==> config.mk <==
export PLATFORM = sky130hd
export DESIGN_NAME = v5hc_codec
export DESIGN_NICKNAME = d
export VERILOG_FILES = /design/src/core/v5hc_codec.v /design/src/core/v5hc_fifo.v
export VERILOG_INCLUDE_DIRS = /design/src /design/src/pkg
export SDC_FILE = /design/constraint.sdc
export NUM_CORES = 1
export LEC_CHECK = 0
export ABC_AREA = 1
export BUFFER_PORTS_ARGS = -buffer_cell sky130_fd_sc_hd__clkbuf_2
export CAP_MARGIN = 5
export CELL_PAD_IN_SITES_DETAIL_PLACEMENT = 1
export CELL_PAD_IN_SITES_GLOBAL_PLACEMENT = 2
export CORE_ASPECT_RATIO = 0.5
export CORE_UTILIZATION = 37
export CTS_CLUSTER_SIZE = 25
export DETAILED_ROUTE_END_ITERATION = 8
export GPL_TIMING_DRIVEN = 0
export PLACE_DENSITY = 0.88
export SYNTH_ARGS = -nofsm -noshare
export SYNTH_HDL_FRONTEND = slang
export SYNTH_SLANG_ARGS = --single-unit
==> constraint.sdc <==
create_clock -name clk -period 3 [get_ports clk]
set_input_delay 0.15 -clock clk [delete_from_list [all_inputs] [get_ports clk]]
set_output_delay 0.15 -clock clk [all_outputs]
set_load 0.02 [all_outputs]
==> src/pkg/v5hc_map.vh <==
`ifndef V5HC_MAP_VH
`define V5HC_MAP_VH

// Data-link entity addresses, 13 bits
`define V5HC_DLA_W          13
`define V5HC_DLA_BASE       13'h1ff0
`define V5HC_DLA_PSTN       13'h1ff0
`define V5HC_DLA_CTRL       13'h1ff1
`define V5HC_DLA_BCC        13'h1ff2
`define V5HC_DLA_PROT       13'h1ff3
`define V5HC_DLA_LINK       13'h1ff4
`define V5HC_ENT_MAX        3'h4
`define V5HC_ENT_NONE       3'h7

// Address octet field positions
`define V5HC_A1_HI_MSB      7
`define V5HC_A1_HI_LSB      2
`define V5HC_A1_CR          1
`define V5HC_A2_LO_MSB      7
`define V5HC_A2_LO_LSB      1
`define V5HC_EA_BIT         0

// Layer 3 header
`define V5HC_PD_VALUE       8'h48
`define V5HC_MT_ZERO_BIT    7

// Message type families
`define V5HC_FAM_PSTN       3'h0
`define V5HC_FAM_CTRL       3'h1
`define V5HC_FAM_PROT       3'h2
`define V5HC_FAM_BCC        3'h3
`define V5HC_FAM_LINK       3'h4
`define V5HC_FAM_RSVD       3'h7

// Receive routes
`define V5HC_RT_V5          2'h0
`define V5HC_RT_FOREIGN     2'h1
`define V5HC_RT_USER        2'h2
`define V5HC_RT_RSVD        2'h3

// Transmit states
`define V5HC_TS_IDLE        3'h0
`define V5HC_TS_A1          3'h1
`define V5HC_TS_A2          3'h2
`define V5HC_TS_PD          3'h3
`define V5HC_TS_L3H         3'h4
`define V5HC_TS_L3L         3'h5
`define V5HC_TS_MT          3'h6
`define V5HC_TS_PL          3'h7

// Receive states
`define V5HC_RS_A1          3'h0
`define V5HC_RS_A2          3'h1
`define V5HC_RS_PD          3'h2
`define V5HC_RS_L3H         3'h3
`define V5HC_RS_L3L         3'h4
`define V5HC_RS_MT          3'h5
`define V5HC_RS_PL          3'h6

// Payload buffer
`define V5HC_FIFO_W         9
`define V5HC_FIFO_D         16
`define V5HC_FIFO_AW        4

`endif

==> src/core/v5hc_codec.v <==
// How it works
// - Entity address is 13 bits; values up to 8175 mean user ports, never entities.
// - Entities: 8176 PSTN, 8177 control, 8178 BCC, 8179 protection, 8180 link control.
// - Octet 1 holds six high bits, C/R, EA; octet 2 seven low bits, EA.
// - Message is discriminator, two-octet layer 3 address, message type, then elements.
// - Header elements always present, recognised only by their octet position.
// - Each information element appears at most once in a message.
// - Bit 1 of each octet goes first; octets go in ascending order.
// - Multi-octet fields put most significant bits in the lowest-numbered octet.
// - Reserved bits sent as zero; nonzero reserved bits received are accepted.
// - Discriminator is sent as 0x48; other values are not V5.
// - Messages with another discriminator are routed away from V5 handlers.
// - Layer 3 address is two octets after discriminator, passed on unparsed.
// - Message type bit 8 zero; bits 7..5 and 4 pick the family.
`timescale 1ns/1ns
`include "v5hc_map.vh"
module v5hc_codec #(
  parameter FIFO_D  = `V5HC_FIFO_D,
  parameter FIFO_AW = `V5HC_FIFO_AW
) (
  input  wire        clk,           // System clock, 250 MHz
  input  wire        rst_n,         // Async reset, active low
  input  wire        tx_start,      // Begin a message, taken when idle
  input  wire [2:0]  tx_entity,     // Protocol entity, 0..4
  input  wire        tx_cr,         // Command/response bit
  input  wire [15:0] tx_l3_addr,    // Layer 3 address, high octet first
  input  wire [7:0]  tx_msg_type,   // Message type
  input  wire        tx_has_pl,     // Payload octets follow the header
  output wire        tx_busy,       // Message in progress
  output reg         tx_reject_q,   // Start refused, one-cycle pulse
  input  wire [7:0]  tx_pl_data,    // Payload octet
  input  wire        tx_pl_valid,   // Payload octet valid
  input  wire        tx_pl_last,    // Final payload octet
  output wire        tx_pl_ready,   // Payload octet taken
  output reg  [7:0]  link_tx_data_q,// Octet to peer, bit 1 in bit 0
  output reg         link_tx_valid_q,// Octet valid
  output reg         link_tx_last_q,// Final octet of message
  input  wire        link_tx_ready, // Peer takes octet
  input  wire [7:0]  link_rx_data,  // Octet from peer, bit 1 in bit 0
  input  wire        link_rx_valid, // Octet valid
  input  wire        link_rx_last,  // Final octet of message
  output wire        link_rx_ready, // Octet taken
  output reg         rx_hdr_valid_q,// Header complete, one-cycle pulse
  output reg  [1:0]  rx_route_q,    // V5, foreign, user port, reserved
  output reg  [12:0] rx_dl_addr_q,  // Data-link entity address
  output reg         rx_cr_q,       // Command/response bit
  output reg  [2:0]  rx_entity_q,   // Entity index, 7 if none
  output reg  [15:0] rx_l3_addr_q,  // Layer 3 address
  output reg  [7:0]  rx_msg_type_q, // Message type
  output reg  [2:0]  rx_mt_family_q,// Message type family
  output reg         rx_no_pl_q,    // No payload follows
  output reg         rx_hdr_err_q,  // Short message dropped, one-cycle pulse
  output wire [7:0]  rx_pl_data,    // Payload octet
  output wire        rx_pl_valid,   // Payload octet valid
  output wire        rx_pl_last,    // Final payload octet
  input  wire        rx_pl_ready    // Payload octet taken
);

  function [2:0] mt_family;
    input [7:0] mt;
    begin
      mt_family = `V5HC_FAM_RSVD;
      if (!mt[`V5HC_MT_ZERO_BIT]) begin
        case (mt[6:4])
          3'h0:    mt_family = `V5HC_FAM_PSTN;
          3'h1:    mt_family = mt[3] ? `V5HC_FAM_PROT : `V5HC_FAM_CTRL;
          3'h2:    mt_family = `V5HC_FAM_BCC;
          3'h3:    mt_family = mt[3] ? `V5HC_FAM_RSVD : `V5HC_FAM_LINK;
          default: mt_family = `V5HC_FAM_RSVD;
        endcase
      end
    end
  endfunction

  // Transmit side
  reg  [2:0]  ts_q;
  reg  [2:0]  ts_d;
  reg  [12:0] t_addr_q;
  reg         t_cr_q;
  reg  [15:0] t_l3_q;
  reg  [7:0]  t_mt_q;
  reg         t_pl_q;
  reg  [7:0]  o_data_d;
  reg         o_valid_d;
  reg         o_last_d;
  wire        slot_free;
  wire        start_ok;

  assign slot_free   = ~link_tx_valid_q | link_tx_ready;
  assign tx_busy     = (ts_q != `V5HC_TS_IDLE);
  assign tx_pl_ready = (ts_q == `V5HC_TS_PL) & slot_free;
  // Entities above 4 would map into the reserved range above link control
  assign start_ok    = (tx_entity <= `V5HC_ENT_MAX) &&
                       (mt_family({1'b0, tx_msg_type[6:0]}) != `V5HC_FAM_RSVD);

  always @* begin
    ts_d      = ts_q;
    o_data_d  = link_tx_data_q;
    o_valid_d = link_tx_valid_q & ~link_tx_ready;
    o_last_d  = link_tx_last_q;
    if (slot_free) begin
      o_last_d = 1'b0;
      // Ascending octet order; link_tx_data bit 0 is bit 1 and leaves first
      case (ts_q)
        `V5HC_TS_IDLE: begin
          ts_d = `V5HC_TS_IDLE;
        end
        `V5HC_TS_A1: begin
          o_data_d  = {t_addr_q[12:7], t_cr_q, 1'b0};
          o_valid_d = 1'b1;
          ts_d      = `V5HC_TS_A2;
        end
        `V5HC_TS_A2: begin
          o_data_d  = {t_addr_q[6:0], 1'b1};
          o_valid_d = 1'b1;
          ts_d      = `V5HC_TS_PD;
        end
        `V5HC_TS_PD: begin
          o_data_d  = `V5HC_PD_VALUE;
          o_valid_d = 1'b1;
          ts_d      = `V5HC_TS_L3H;
        end
        `V5HC_TS_L3H: begin
          o_data_d  = t_l3_q[15:8];
          o_valid_d = 1'b1;
          ts_d      = `V5HC_TS_L3L;
        end
        `V5HC_TS_L3L: begin
          o_data_d  = t_l3_q[7:0];
          o_valid_d = 1'b1;
          ts_d      = `V5HC_TS_MT;
        end
        `V5HC_TS_MT: begin
          o_data_d  = {1'b0, t_mt_q[6:0]};
          o_valid_d = 1'b1;
          o_last_d  = ~t_pl_q;
          ts_d      = t_pl_q ? `V5HC_TS_PL : `V5HC_TS_IDLE;
        end
        `V5HC_TS_PL: begin
          // Elements are the user's; each header element goes out once
          o_valid_d = tx_pl_valid;
          if (tx_pl_valid) begin
            o_data_d = tx_pl_data;
            o_last_d = tx_pl_last;
            if (tx_pl_last) begin
              ts_d = `V5HC_TS_IDLE;
            end
          end
        end
        default: begin
          ts_d      = `V5HC_TS_IDLE;
          o_valid_d = 1'b0;
        end
      endcase
    end
    if (ts_q == `V5HC_TS_IDLE && tx_start && start_ok) begin
      ts_d = `V5HC_TS_A1;
    end
  end

  always @(posedge clk or negedge rst_n) begin
    if (!rst_n) begin
      ts_q            <= `V5HC_TS_IDLE;
      t_addr_q        <= `V5HC_DLA_BASE;
      t_cr_q          <= 1'b0;
      t_l3_q          <= 16'h0000;
      t_mt_q          <= 8'h00;
      t_pl_q          <= 1'b0;
      tx_reject_q     <= 1'b0;
      link_tx_data_q  <= 8'h00;
      link_tx_valid_q <= 1'b0;
      link_tx_last_q  <= 1'b0;
    end else begin
      ts_q            <= ts_d;
      link_tx_data_q  <= o_data_d;
      link_tx_valid_q <= o_valid_d;
      link_tx_last_q  <= o_last_d;
      tx_reject_q     <= (ts_q == `V5HC_TS_IDLE) & tx_start & ~start_ok;
      if (ts_q == `V5HC_TS_IDLE && tx_start && start_ok) begin
        t_addr_q <= `V5HC_DLA_BASE + {10'h000, tx_entity};
        t_cr_q   <= tx_cr;
        t_l3_q   <= tx_l3_addr;
        t_mt_q   <= tx_msg_type;
        t_pl_q   <= tx_has_pl;
      end
    end
  end

  // Receive side
  reg  [2:0]  rs_q;
  reg  [7:0]  a1_q;
  wire        rx_take;
  wire [12:0] rx_addr_w;
  wire        addr_user;
  wire        addr_ent;
  wire [12:0] ent_off;
  wire        fifo_in_ready;
  wire        fifo_empty;
  wire [8:0]  fifo_out;
  wire        fifo_push;

  // A new message waits for the buffer to drain so header and payload stay paired
  assign link_rx_ready = (rs_q == `V5HC_RS_A1) ? fifo_empty :
                         (rs_q == `V5HC_RS_PL) ? fifo_in_ready : 1'b1;
  assign rx_take   = link_rx_valid & link_rx_ready;
  assign rx_addr_w = {a1_q[`V5HC_A1_HI_MSB:`V5HC_A1_HI_LSB],
                      link_rx_data[`V5HC_A2_LO_MSB:`V5HC_A2_LO_LSB]};
  assign addr_user = (rx_addr_w < `V5HC_DLA_BASE);
  assign addr_ent  = (rx_addr_w >= `V5HC_DLA_PSTN) && (rx_addr_w <= `V5HC_DLA_LINK);
  assign ent_off   = rx_addr_w - `V5HC_DLA_BASE;
  assign fifo_push = rx_take & (rs_q == `V5HC_RS_PL);

  always @(posedge clk or negedge rst_n) begin
    if (!rst_n) begin
      rs_q           <= `V5HC_RS_A1;
      a1_q           <= 8'h00;
      rx_hdr_valid_q <= 1'b0;
      rx_route_q     <= `V5HC_RT_V5;
      rx_dl_addr_q   <= 13'h0000;
      rx_cr_q        <= 1'b0;
      rx_entity_q    <= `V5HC_ENT_NONE;
      rx_l3_addr_q   <= 16'h0000;
      rx_msg_type_q  <= 8'h00;
      rx_mt_family_q <= `V5HC_FAM_RSVD;
      rx_no_pl_q     <= 1'b0;
      rx_hdr_err_q   <= 1'b0;
    end else begin
      rx_hdr_valid_q <= 1'b0;
      rx_hdr_err_q   <= 1'b0;
      if (rx_take) begin
        // Header found by position only; extension bits and reserved bits not policed
        case (rs_q)
          `V5HC_RS_A1: begin
            a1_q    <= link_rx_data;
            rx_cr_q <= link_rx_data[`V5HC_A1_CR];
            if (link_rx_last) begin
              rx_hdr_err_q <= 1'b1;
            end else begin
              rs_q <= `V5HC_RS_A2;
            end
          end
          `V5HC_RS_A2: begin
            rx_dl_addr_q <= rx_addr_w;
            rx_entity_q  <= addr_ent ? ent_off[2:0] : `V5HC_ENT_NONE;
            if (addr_user) begin
              // User-port frame: no layer 3 header to parse
              rx_route_q     <= `V5HC_RT_USER;
              rx_no_pl_q     <= link_rx_last;
              rx_hdr_valid_q <= 1'b1;
              rs_q           <= link_rx_last ? `V5HC_RS_A1 : `V5HC_RS_PL;
            end else if (link_rx_last) begin
              rx_hdr_err_q <= 1'b1;
              rs_q         <= `V5HC_RS_A1;
            end else begin
              rs_q <= `V5HC_RS_PD;
            end
          end
          `V5HC_RS_PD: begin
            if (link_rx_data != `V5HC_PD_VALUE) begin
              // Foreign protocol: hand the rest over raw, away from V5 handlers
              rx_route_q     <= `V5HC_RT_FOREIGN;
              rx_no_pl_q     <= link_rx_last;
              rx_hdr_valid_q <= 1'b1;
              rs_q           <= link_rx_last ? `V5HC_RS_A1 : `V5HC_RS_PL;
            end else if (link_rx_last) begin
              rx_hdr_err_q <= 1'b1;
              rs_q         <= `V5HC_RS_A1;
            end else begin
              rs_q <= `V5HC_RS_L3H;
            end
          end
          `V5HC_RS_L3H: begin
            rx_l3_addr_q[15:8] <= link_rx_data;
            if (link_rx_last) begin
              rx_hdr_err_q <= 1'b1;
              rs_q         <= `V5HC_RS_A1;
            end else begin
              rs_q <= `V5HC_RS_L3L;
            end
          end
          `V5HC_RS_L3L: begin
            rx_l3_addr_q[7:0] <= link_rx_data;
            if (link_rx_last) begin
              rx_hdr_err_q <= 1'b1;
              rs_q         <= `V5HC_RS_A1;
            end else begin
              rs_q <= `V5HC_RS_MT;
            end
          end
          `V5HC_RS_MT: begin
            rx_msg_type_q  <= link_rx_data;
            rx_mt_family_q <= mt_family(link_rx_data);
            rx_route_q     <= (rx_entity_q == `V5HC_ENT_NONE) ? `V5HC_RT_RSVD : `V5HC_RT_V5;
            rx_no_pl_q     <= link_rx_last;
            rx_hdr_valid_q <= 1'b1;
            rs_q           <= link_rx_last ? `V5HC_RS_A1 : `V5HC_RS_PL;
          end
          `V5HC_RS_PL: begin
            if (link_rx_last) begin
              rs_q <= `V5HC_RS_A1;
            end
          end
          default: begin
            rs_q <= `V5HC_RS_A1;
          end
        endcase
      end
    end
  end

  v5hc_fifo #(
    .W  (`V5HC_FIFO_W),
    .D  (FIFO_D),
    .AW (FIFO_AW)
  ) u_rx_fifo (
    .clk       (clk),
    .rst_n     (rst_n),
    .in_data   ({link_rx_last, link_rx_data}),
    .in_valid  (fifo_push),
    .in_ready  (fifo_in_ready),
    .out_data  (fifo_out),
    .out_valid (rx_pl_valid),
    .out_ready (rx_pl_ready),
    .empty     (fifo_empty)
  );

  assign rx_pl_data = fifo_out[7:0];
  assign rx_pl_last = fifo_out[8];
endmodule

==> src/core/v5hc_fifo.v <==
`timescale 1ns/1ns
module v5hc_fifo #(
  parameter W  = 9,
  parameter D  = 16,
  parameter AW = 4
) (
  input  wire         clk,      // System clock
  input  wire         rst_n,    // Async reset, active low
  input  wire [W-1:0] in_data,  // Write word
  input  wire         in_valid, // Write request
  output wire         in_ready, // Not full
  output wire [W-1:0] out_data, // Head word
  output wire         out_valid,// Not empty
  input  wire         out_ready,// Read accept
  output wire         empty     // No words held
);
  reg [W-1:0] mem_q [0:D-1];
  reg [AW-1:0] wr_q;
  reg [AW-1:0] rd_q;
  reg [AW:0]   cnt_q;
  wire         push;
  wire         pop;

  assign in_ready  = (cnt_q != D[AW:0]);
  assign out_valid = (cnt_q != {(AW+1){1'b0}});
  assign empty     = ~out_valid;
  assign out_data  = mem_q[rd_q];
  assign push      = in_valid & in_ready;
  assign pop       = out_valid & out_ready;

  always @(posedge clk) begin
    if (push) begin
      mem_q[wr_q] <= in_data;
    end
  end

  always @(posedge clk or negedge rst_n) begin
    if (!rst_n) begin
      wr_q  <= {AW{1'b0}};
      rd_q  <= {AW{1'b0}};
      cnt_q <= {(AW+1){1'b0}};
    end else begin
      // Depth need not be a power of two
      if (push) begin
        wr_q <= (wr_q == D[AW-1:0] - 1'b1) ? {AW{1'b0}} : wr_q + 1'b1;
      end
      if (pop) begin
        rd_q <= (rd_q == D[AW-1:0] - 1'b1) ? {AW{1'b0}} : rd_q + 1'b1;
      end
      if (push & ~pop) begin
        cnt_q <= cnt_q + 1'b1;
      end else if (pop & ~push) begin
        cnt_q <= cnt_q - 1'b1;
      end
    end
  end
endmodule

; ---- Word-level counts from Yosys, hierarchy flattened
; Memory sizes are Yosys's and may differ from the RTL's.
; Index checks and enable logic that the tools add are counted.
; Widths: inputs -> output; s select.
[word_totals]
register_bits = 125
latchBits = 0
ramBits = 144
rom_bits = 0
output_inout_bits = 73
wordCells = 166
mem_count = 1
[mem_list]
columns = name, words, width, read_ports, rd_ports_with_merged_regs, wr, line_no
row1 = u_rx_fifo.mem_q, 16, 9, 1, 0, 1, v5hc_fifo.v:17  ; reg [W-1:0] mem_q [0:D-1];
[op_classes]
n_addsub = 6
multipliers = 0
n_div = 0
order_cmp = 4
n_eq_ne = 32
shifts = 0
n_mux = 54
n_bitwise = 18
reduce_logical = 25
[op_table]
columns = operator, n
row1 = $pmux 8 s7, 1
row2 = $mux 3, 14
row3 = $eq 3x2->1 const B, 8
row4 = $eq 3x3->1 const B, 8
row5 = $pmux 3 s4, 2
row6 = $pmux 3 s8, 1
row7 = $pmux 3 s7, 1
row8 = $mux 2, 9
row9 = $mux 1, 15
row10 = $ge 13x13->1 const B, 1
row11 = $le 13x13->1 const B, 1
row12 = $lt 13x13->1 const B, 1
row13 = $eq 3x1->1 const B, 4
row14 = $logic_not 3->1, 4
row15 = $and 1x1->1, 10
row16 = $mux 5, 2
row17 = $ne 2x2->1 const B, 5
row18 = $reduce_and 2->1, 5
row19 = $pmux 1 s3, 3
row20 = $reduce_and 3->1, 3
row21 = $add 4x1->4 const B, 2
row22 = $eq 4x4->1 const B, 2
row23 = $mux 4, 2
row24 = $mux 8, 1
row25 = 21 further kinds, 34

; ---- Logic depth before layout (Yosys ltp)
[logic_depth]
word_depth = 10
ltp_mapped = 16
ltp_nobuf = 16

; ---- By module
; Synthesis repeated with hierarchy kept, for this count alone.
[hier_totals]
cells_unflattened = 1294
hier_area_um2 = 11770.0
[modules_own_cells]
columns = module, n_inst, cells_per_inst, area_each_um2, seq_area_each_um2
row1 = v5hc_fifo, 1, 736, 7156.9, 4649.5
row2 = v5hc_codec, 1, 558, 4613.2, 2509.9

; ---- Least setup slack after synthesis
; No wires, ideal clock.
[synth_timing]
path_kind = reg2reg
startpoint = register u_rx_fifo.cnt_q[3]
endpoint = register u_rx_fifo.cnt_q[4]
setup_time_ns = 0.126
arrival_ns = 2.176
required_time_ns = 2.874
path_slack_ns = 0.697
stages_incl_launch_ff = 16
path_buffers = 0
period_less_slack_ns = 2.303
cell_sequence = dfrtp_1 -> nor2_2 -> nand3_2 -> nand2_4 -> nand4_4 -> inv_2 -> ha_1 -> inv_1 -> ha_1 -> nand2_1 -> nand2_1 -> nand2_1 -> a21o_1 -> nand2_1 -> nand2_1 -> o21ai_0
[synth_between]
elab_chain_cells = 9
elab_cells_between_ends = 18
cone_classes = add/sub (2) / eq/ne (1) / mux (4) / bitwise (9) / reduce/logical (2)
[synth_rtl]
columns = element, line_no
row1 = from (decl), v5hc_fifo.v:20  ; reg [AW:0] cnt_q;
row2 = from (signal assigned), v5hc_fifo.v:41  ; cnt_q <= {(AW+1){1'b0}};
row3 = from (signal assigned), v5hc_fifo.v:51  ; cnt_q <= cnt_q + 1'b1;
row4 = from (signal assigned), v5hc_fifo.v:53  ; cnt_q <= cnt_q - 1'b1;
row5 = $reduce_bool 5->1 (*), v5hc_fifo.v:25  ; assign out_valid = (cnt_q != {(AW+1){1'b0}});
row6 = named net rx_pl_valid, v5hc_codec.v:54  ; output wire rx_pl_valid,
row7 = $not 1->1 (*), v5hc_fifo.v:26  ; assign empty = ~out_valid;
row8 = $mux 1 (*), v5hc_codec.v:203  ; assign link_rx_ready = (rs_q == `V5HC_RS_A1) ? fifo_empty :
row9 = $and 1x1->1 (*), v5hc_codec.v:205  ; assign rx_take = link_rx_valid & link_rx_ready;
row10 = $and 1x1->1 (*), v5hc_codec.v:211  ; assign fifo_push = rx_take & (rs_q == `V5HC_RS_PL);
row11 = $and 1x1->1 (*), v5hc_fifo.v:28  ; assign push = in_valid & in_ready;
row12 = named net u_rx_fifo.push, v5hc_fifo.v:21  ; wire push;
row13 = $not 1->1, v5hc_fifo.v:52  ; end else if (pop & ~push) begin
row14 = $and 1x1->1, v5hc_fifo.v:52
row15 = $reduce_bool 2->1 (no source line), --
; The timed path passes the listed nets; every way through them passes the cells marked *. The select of a mux whose other input is x is not followed.
; A chain may end at the register's enable or synchronous reset.

; ---- Final worst setup path
[layout_timing]
startpoint = register u_rx_fifo.rd_q[0]
endpoint = output rx_pl_data[0]
[layout_between]
elab_chain_cells = 1
[layout_rtl]
columns = element, line_no
row1 = from (decl), v5hc_fifo.v:19  ; reg [AW-1:0] rd_q;
row2 = from (signal assigned), v5hc_fifo.v:40  ; rd_q <= {AW{1'b0}};
row3 = from (signal assigned), v5hc_fifo.v:48  ; rd_q <= (rd_q == D[AW-1:0] - 1'b1) ? {AW{1'b0}} : rd_q + 1'b1;
row4 = $mem_v2 16x9, --
row5 = to (decl), v5hc_codec.v:53  ; output wire [7:0] rx_pl_data,
; No other way between the ends.

==> impl_metrics.csv <==
group,metric,value,unit
place,post-place-ws,290,ps
floorplanning,rows,44,
floorplanning,die_w,250,um
clock_tree,cts_tree,"done",
timing,holdWs,37.2,ps
yosys,synth_edf_count,144,
min_path,whs_path_depth,7,
timing,max_freq,0.351,GHz
cells_and_area,syn2layout_area_growth,20.7,%
detailed_routing,drt_iter0_markers,612,
yosys,yosysMostFrequentCell,"nand2_1",
worst_setup_path,path_max_fanout,10,
worst_setup_path,reg2reg_from,"u_rx_fifo.cnt_q[1]",
global_route,grt-ovfl-total,0,
worst_setup_path,criticalPathCategory,"reg -> out",
worst_setup_path,reg2reg_to,"u_rx_fifo.mem_q[6][3]",
yosys,ys_types,37,
run_status,outcome,"complete, no violations",
worst_setup_path,start_kind,"flop",
yosys,synth_commonest_cells,"nand2_1, nor2_1, edfxtp_1",
global_route,grt_max_degree,102,
detailed_routing,ant_nets,0,
yosys,dominantRegCellSynth,"edfxtp_1",
clock_tree,cts.clk_slew.worst_paths,70,ps
power,p_per_area,985,nW/um^2
min_path,hold_class,"in -> reg",
detailed_routing,drc,0,
clock_tree,h-tree-depth,1,
timing,relSlewSlack,24.0,%
timing,period_minus_slack,2850,ps
yosys,syn_nets,1271,
floorplanning,pin_count,127,
clock_tree,cts_root_buf,"clkbuf_16",
timing,hold_viol_final,0,
global_route,antenna_found_initial,0,
worst_setup_path,r2r_slack,290,ps
global_route,gr-usage-all-layers,22.5,%
power,total_power,13.5,mW
detailed_routing,drt-pass1-iter-count,7,
cells_and_area,n_antenna_cell,0,
min_path,holdCritStartpoint,"tx_pl_data[1]",
cells_and_area,fin_util,46.3,%
yosys,ys_seq_elements,257,
floorplanning,die_area,31500,sq um
worst_setup_path,worstSetupStartpoint,"u_rx_fifo.rd_q[0]",
min_path,hold_path_end,"link_tx_data_q[1]",
yosys,yosysWarnings,0,
yosys,async_flop_share,44.0,%
timing,worst_slew_pin_slew,1140,ps
clock_tree,clock_path_buffers,3,
yosys,syn_area,11400,sq um
yosys,yosys.area.top_type,"edfxtp_1",
power,peakVddDrop,346,uV
job,max_cap_viol_count,0,
yosys,synth.avg_cell_area,9.43,sq um
timing,rsz0062_at_grt,"yes",
yosys,synth.area.top_cells,"edfxtp_1, dfrtp_1, nand2_1",
timing,period_share,95.1,%
detailed_routing,vias,9017,
detailed_routing,routedWlPerCell,19.2,um
timing,final.setup.worst_slack,148,ps
yosys,synth_cells,1206,
global_route,grt_pass1_wl,54400,um
place,port_buffers,125,
detailed_routing,via_per_inst,5.00,
worst_setup_path,crit_arrival,2700,ps
clock_tree,cts_sinks,257,
floorplanning,dieHeight,126,um
clock_tree,clkLatencyLatePin,560,ps
timing,setup_viol,0,
worst_setup_path,cp.required,2850,ps
power,p_leak,6.10,nW
detailed_routing,wirelength,34700,um
cells_and_area,nets,1461,
worst_setup_path,crit_path_end_kind,"output port",
worst_setup_path,reg2reg_depth,7,
cells_and_area,drive_gt1_share,15.9,%
timing,fin_skew,31.8,ps
yosys,ys_seq_area_share,63.0,%
yosys,synth_top_area_share,38.0,%
floorplanning,initial_core_util,38.4,%
clock_tree,numCtsBuffers,25,
timing,maxSlewViolCount,0,
floorplanning,core_area,29600,sq um
place,gp_congestion,0.833,
global_route,grt_pass1_vias,9550,
place,post-dp-hpwl,23200,um
## cell usage in the layout, fill, tap and decap left out, types with 2 or more instances in the layout
cell type and instances:
ha_1 10, nor3_1 10, clkbuf_1 22, nor2_1 160
buf_1 5, inv_1 58, clkinv_2 6, nand2_1 433
nor2_4 3, edfxtp_1 144, a21oi_1 8, o21ai_1 14
clkbuf_2 126, o21ai_0 127, bufinv_16 2, dfstp_2 6
nand2_2 3, clkbuf_8 5, nand3_1 30, xor2_1 4
nand3b_1 2, nand4_1 6, clkinv_1 4, a21o_1 2
inv_2 6, buf_6 2, nor2_2 6, dfrtp_1 107
buf_2 14, clkbuf_16 25, nand2_4 5, xnor2_1 3
nand4_4 2, dlygate4sd3_1 37, buf_4 4, nor2_8 2
## through the flow
stage / TNS [ps] / cells / instance area, sq um
floorplan: 0 / 1206 / 11400
global placement: -10320 / 1722 / 12500
detailed placement: 0 / 1723 / 12500
CTS: 0 / 1805 / 13700
global route: -37.4 / 1805 / 13700
finish: 0 / 1805 / 13700
## power breakdown
group          total, mW  switching, mW  leakage (nW)  internal [mW]
clock               3.23           1.41         0.411           1.82
sequential          4.95          0.501          2.71           4.45
combinational       5.33           3.72          2.98           1.61
total               13.5           5.63          6.10           7.87
## state kept, by name (all words and copies together) (netlist names), 4 cells and up
register and cells:
rx_msg_type_q 8, u_rx_fifo.rd_q 4, link_tx_data_q 8, a1_q 7, rx_dl_addr_q 13, u_rx_fifo.wr_q 4
t_l3_q 16, u_rx_fifo.mem_q 144, u_rx_fifo.cnt_q 5, t_mt_q 7, rx_l3_addr_q 16
## final cells by class
| class | instances | area [sq um] |
|---|---|---|
| flip-flops and latches | 257 | 7160 |
| repair buffers | 163 | 1030 |
| inverters | 66 | 248 |
| clock buffers | 32 | 692 |
| plain buffers | 46 | 223 |
| well taps | 391 | 489 |
| fillers | 3447 | 15900 |
| clock inverters | 13 | 136 |
| multi-input cells | 837 | 3740 |
## per-layer routing
metal | up-vias | wire (um) | GRT usage [%]
met5 | - | 0 | 0
met4 | 0 | 650 | 4.83
met3 | 51 | 1420 | 3.58
met2 | 188 | 17700 | 40.7
met1 | 4473 | 14900 | 28.4
li1 | 4305 | - | -
## critical path: stages (launching register included)
cell and delay [ps]:
dfrtp_1 410, inv_1 80, buf_2 220, buf_1 460
o21ai_0 260, o21ai_1 200, nand2_1 100, nand2_1 90
nand2_1 50, nand2_1 90, clkbuf_2 180
## repair_timing
item	in CTS	in global routing
gates resized for setup	0	7
hold buffers	37	0
endpoints found under the hold margin	140	0
setup buffers	0	0
endpoints found under the setup margin	0	5
## cell families after synthesis
| family | synth area share (%) |
|---|---|
| compound gates | 6.94 |
| xor+xnor | 0.539 |
| fa+ha+maj | 1.28 |
| buf+inv | 4.12 |
| flops | 63.0 |
| simple gates | 24.1 |
## worst max path at each step
stage	to	slack, ps	depth (start not counted)
global route	rx_pl_last	-20	10
global placement	t_addr_q[2]	-110	1
detailed placement	u_rx_fifo.mem_q[10][0]	290	7
floorplan	u_rx_fifo.cnt_q[4]	700	15
finish	rx_pl_data[0]	150	10
CTS	rx_pl_data[1]	120	10
No activity file was read; power rests on OpenSTA's default activity.
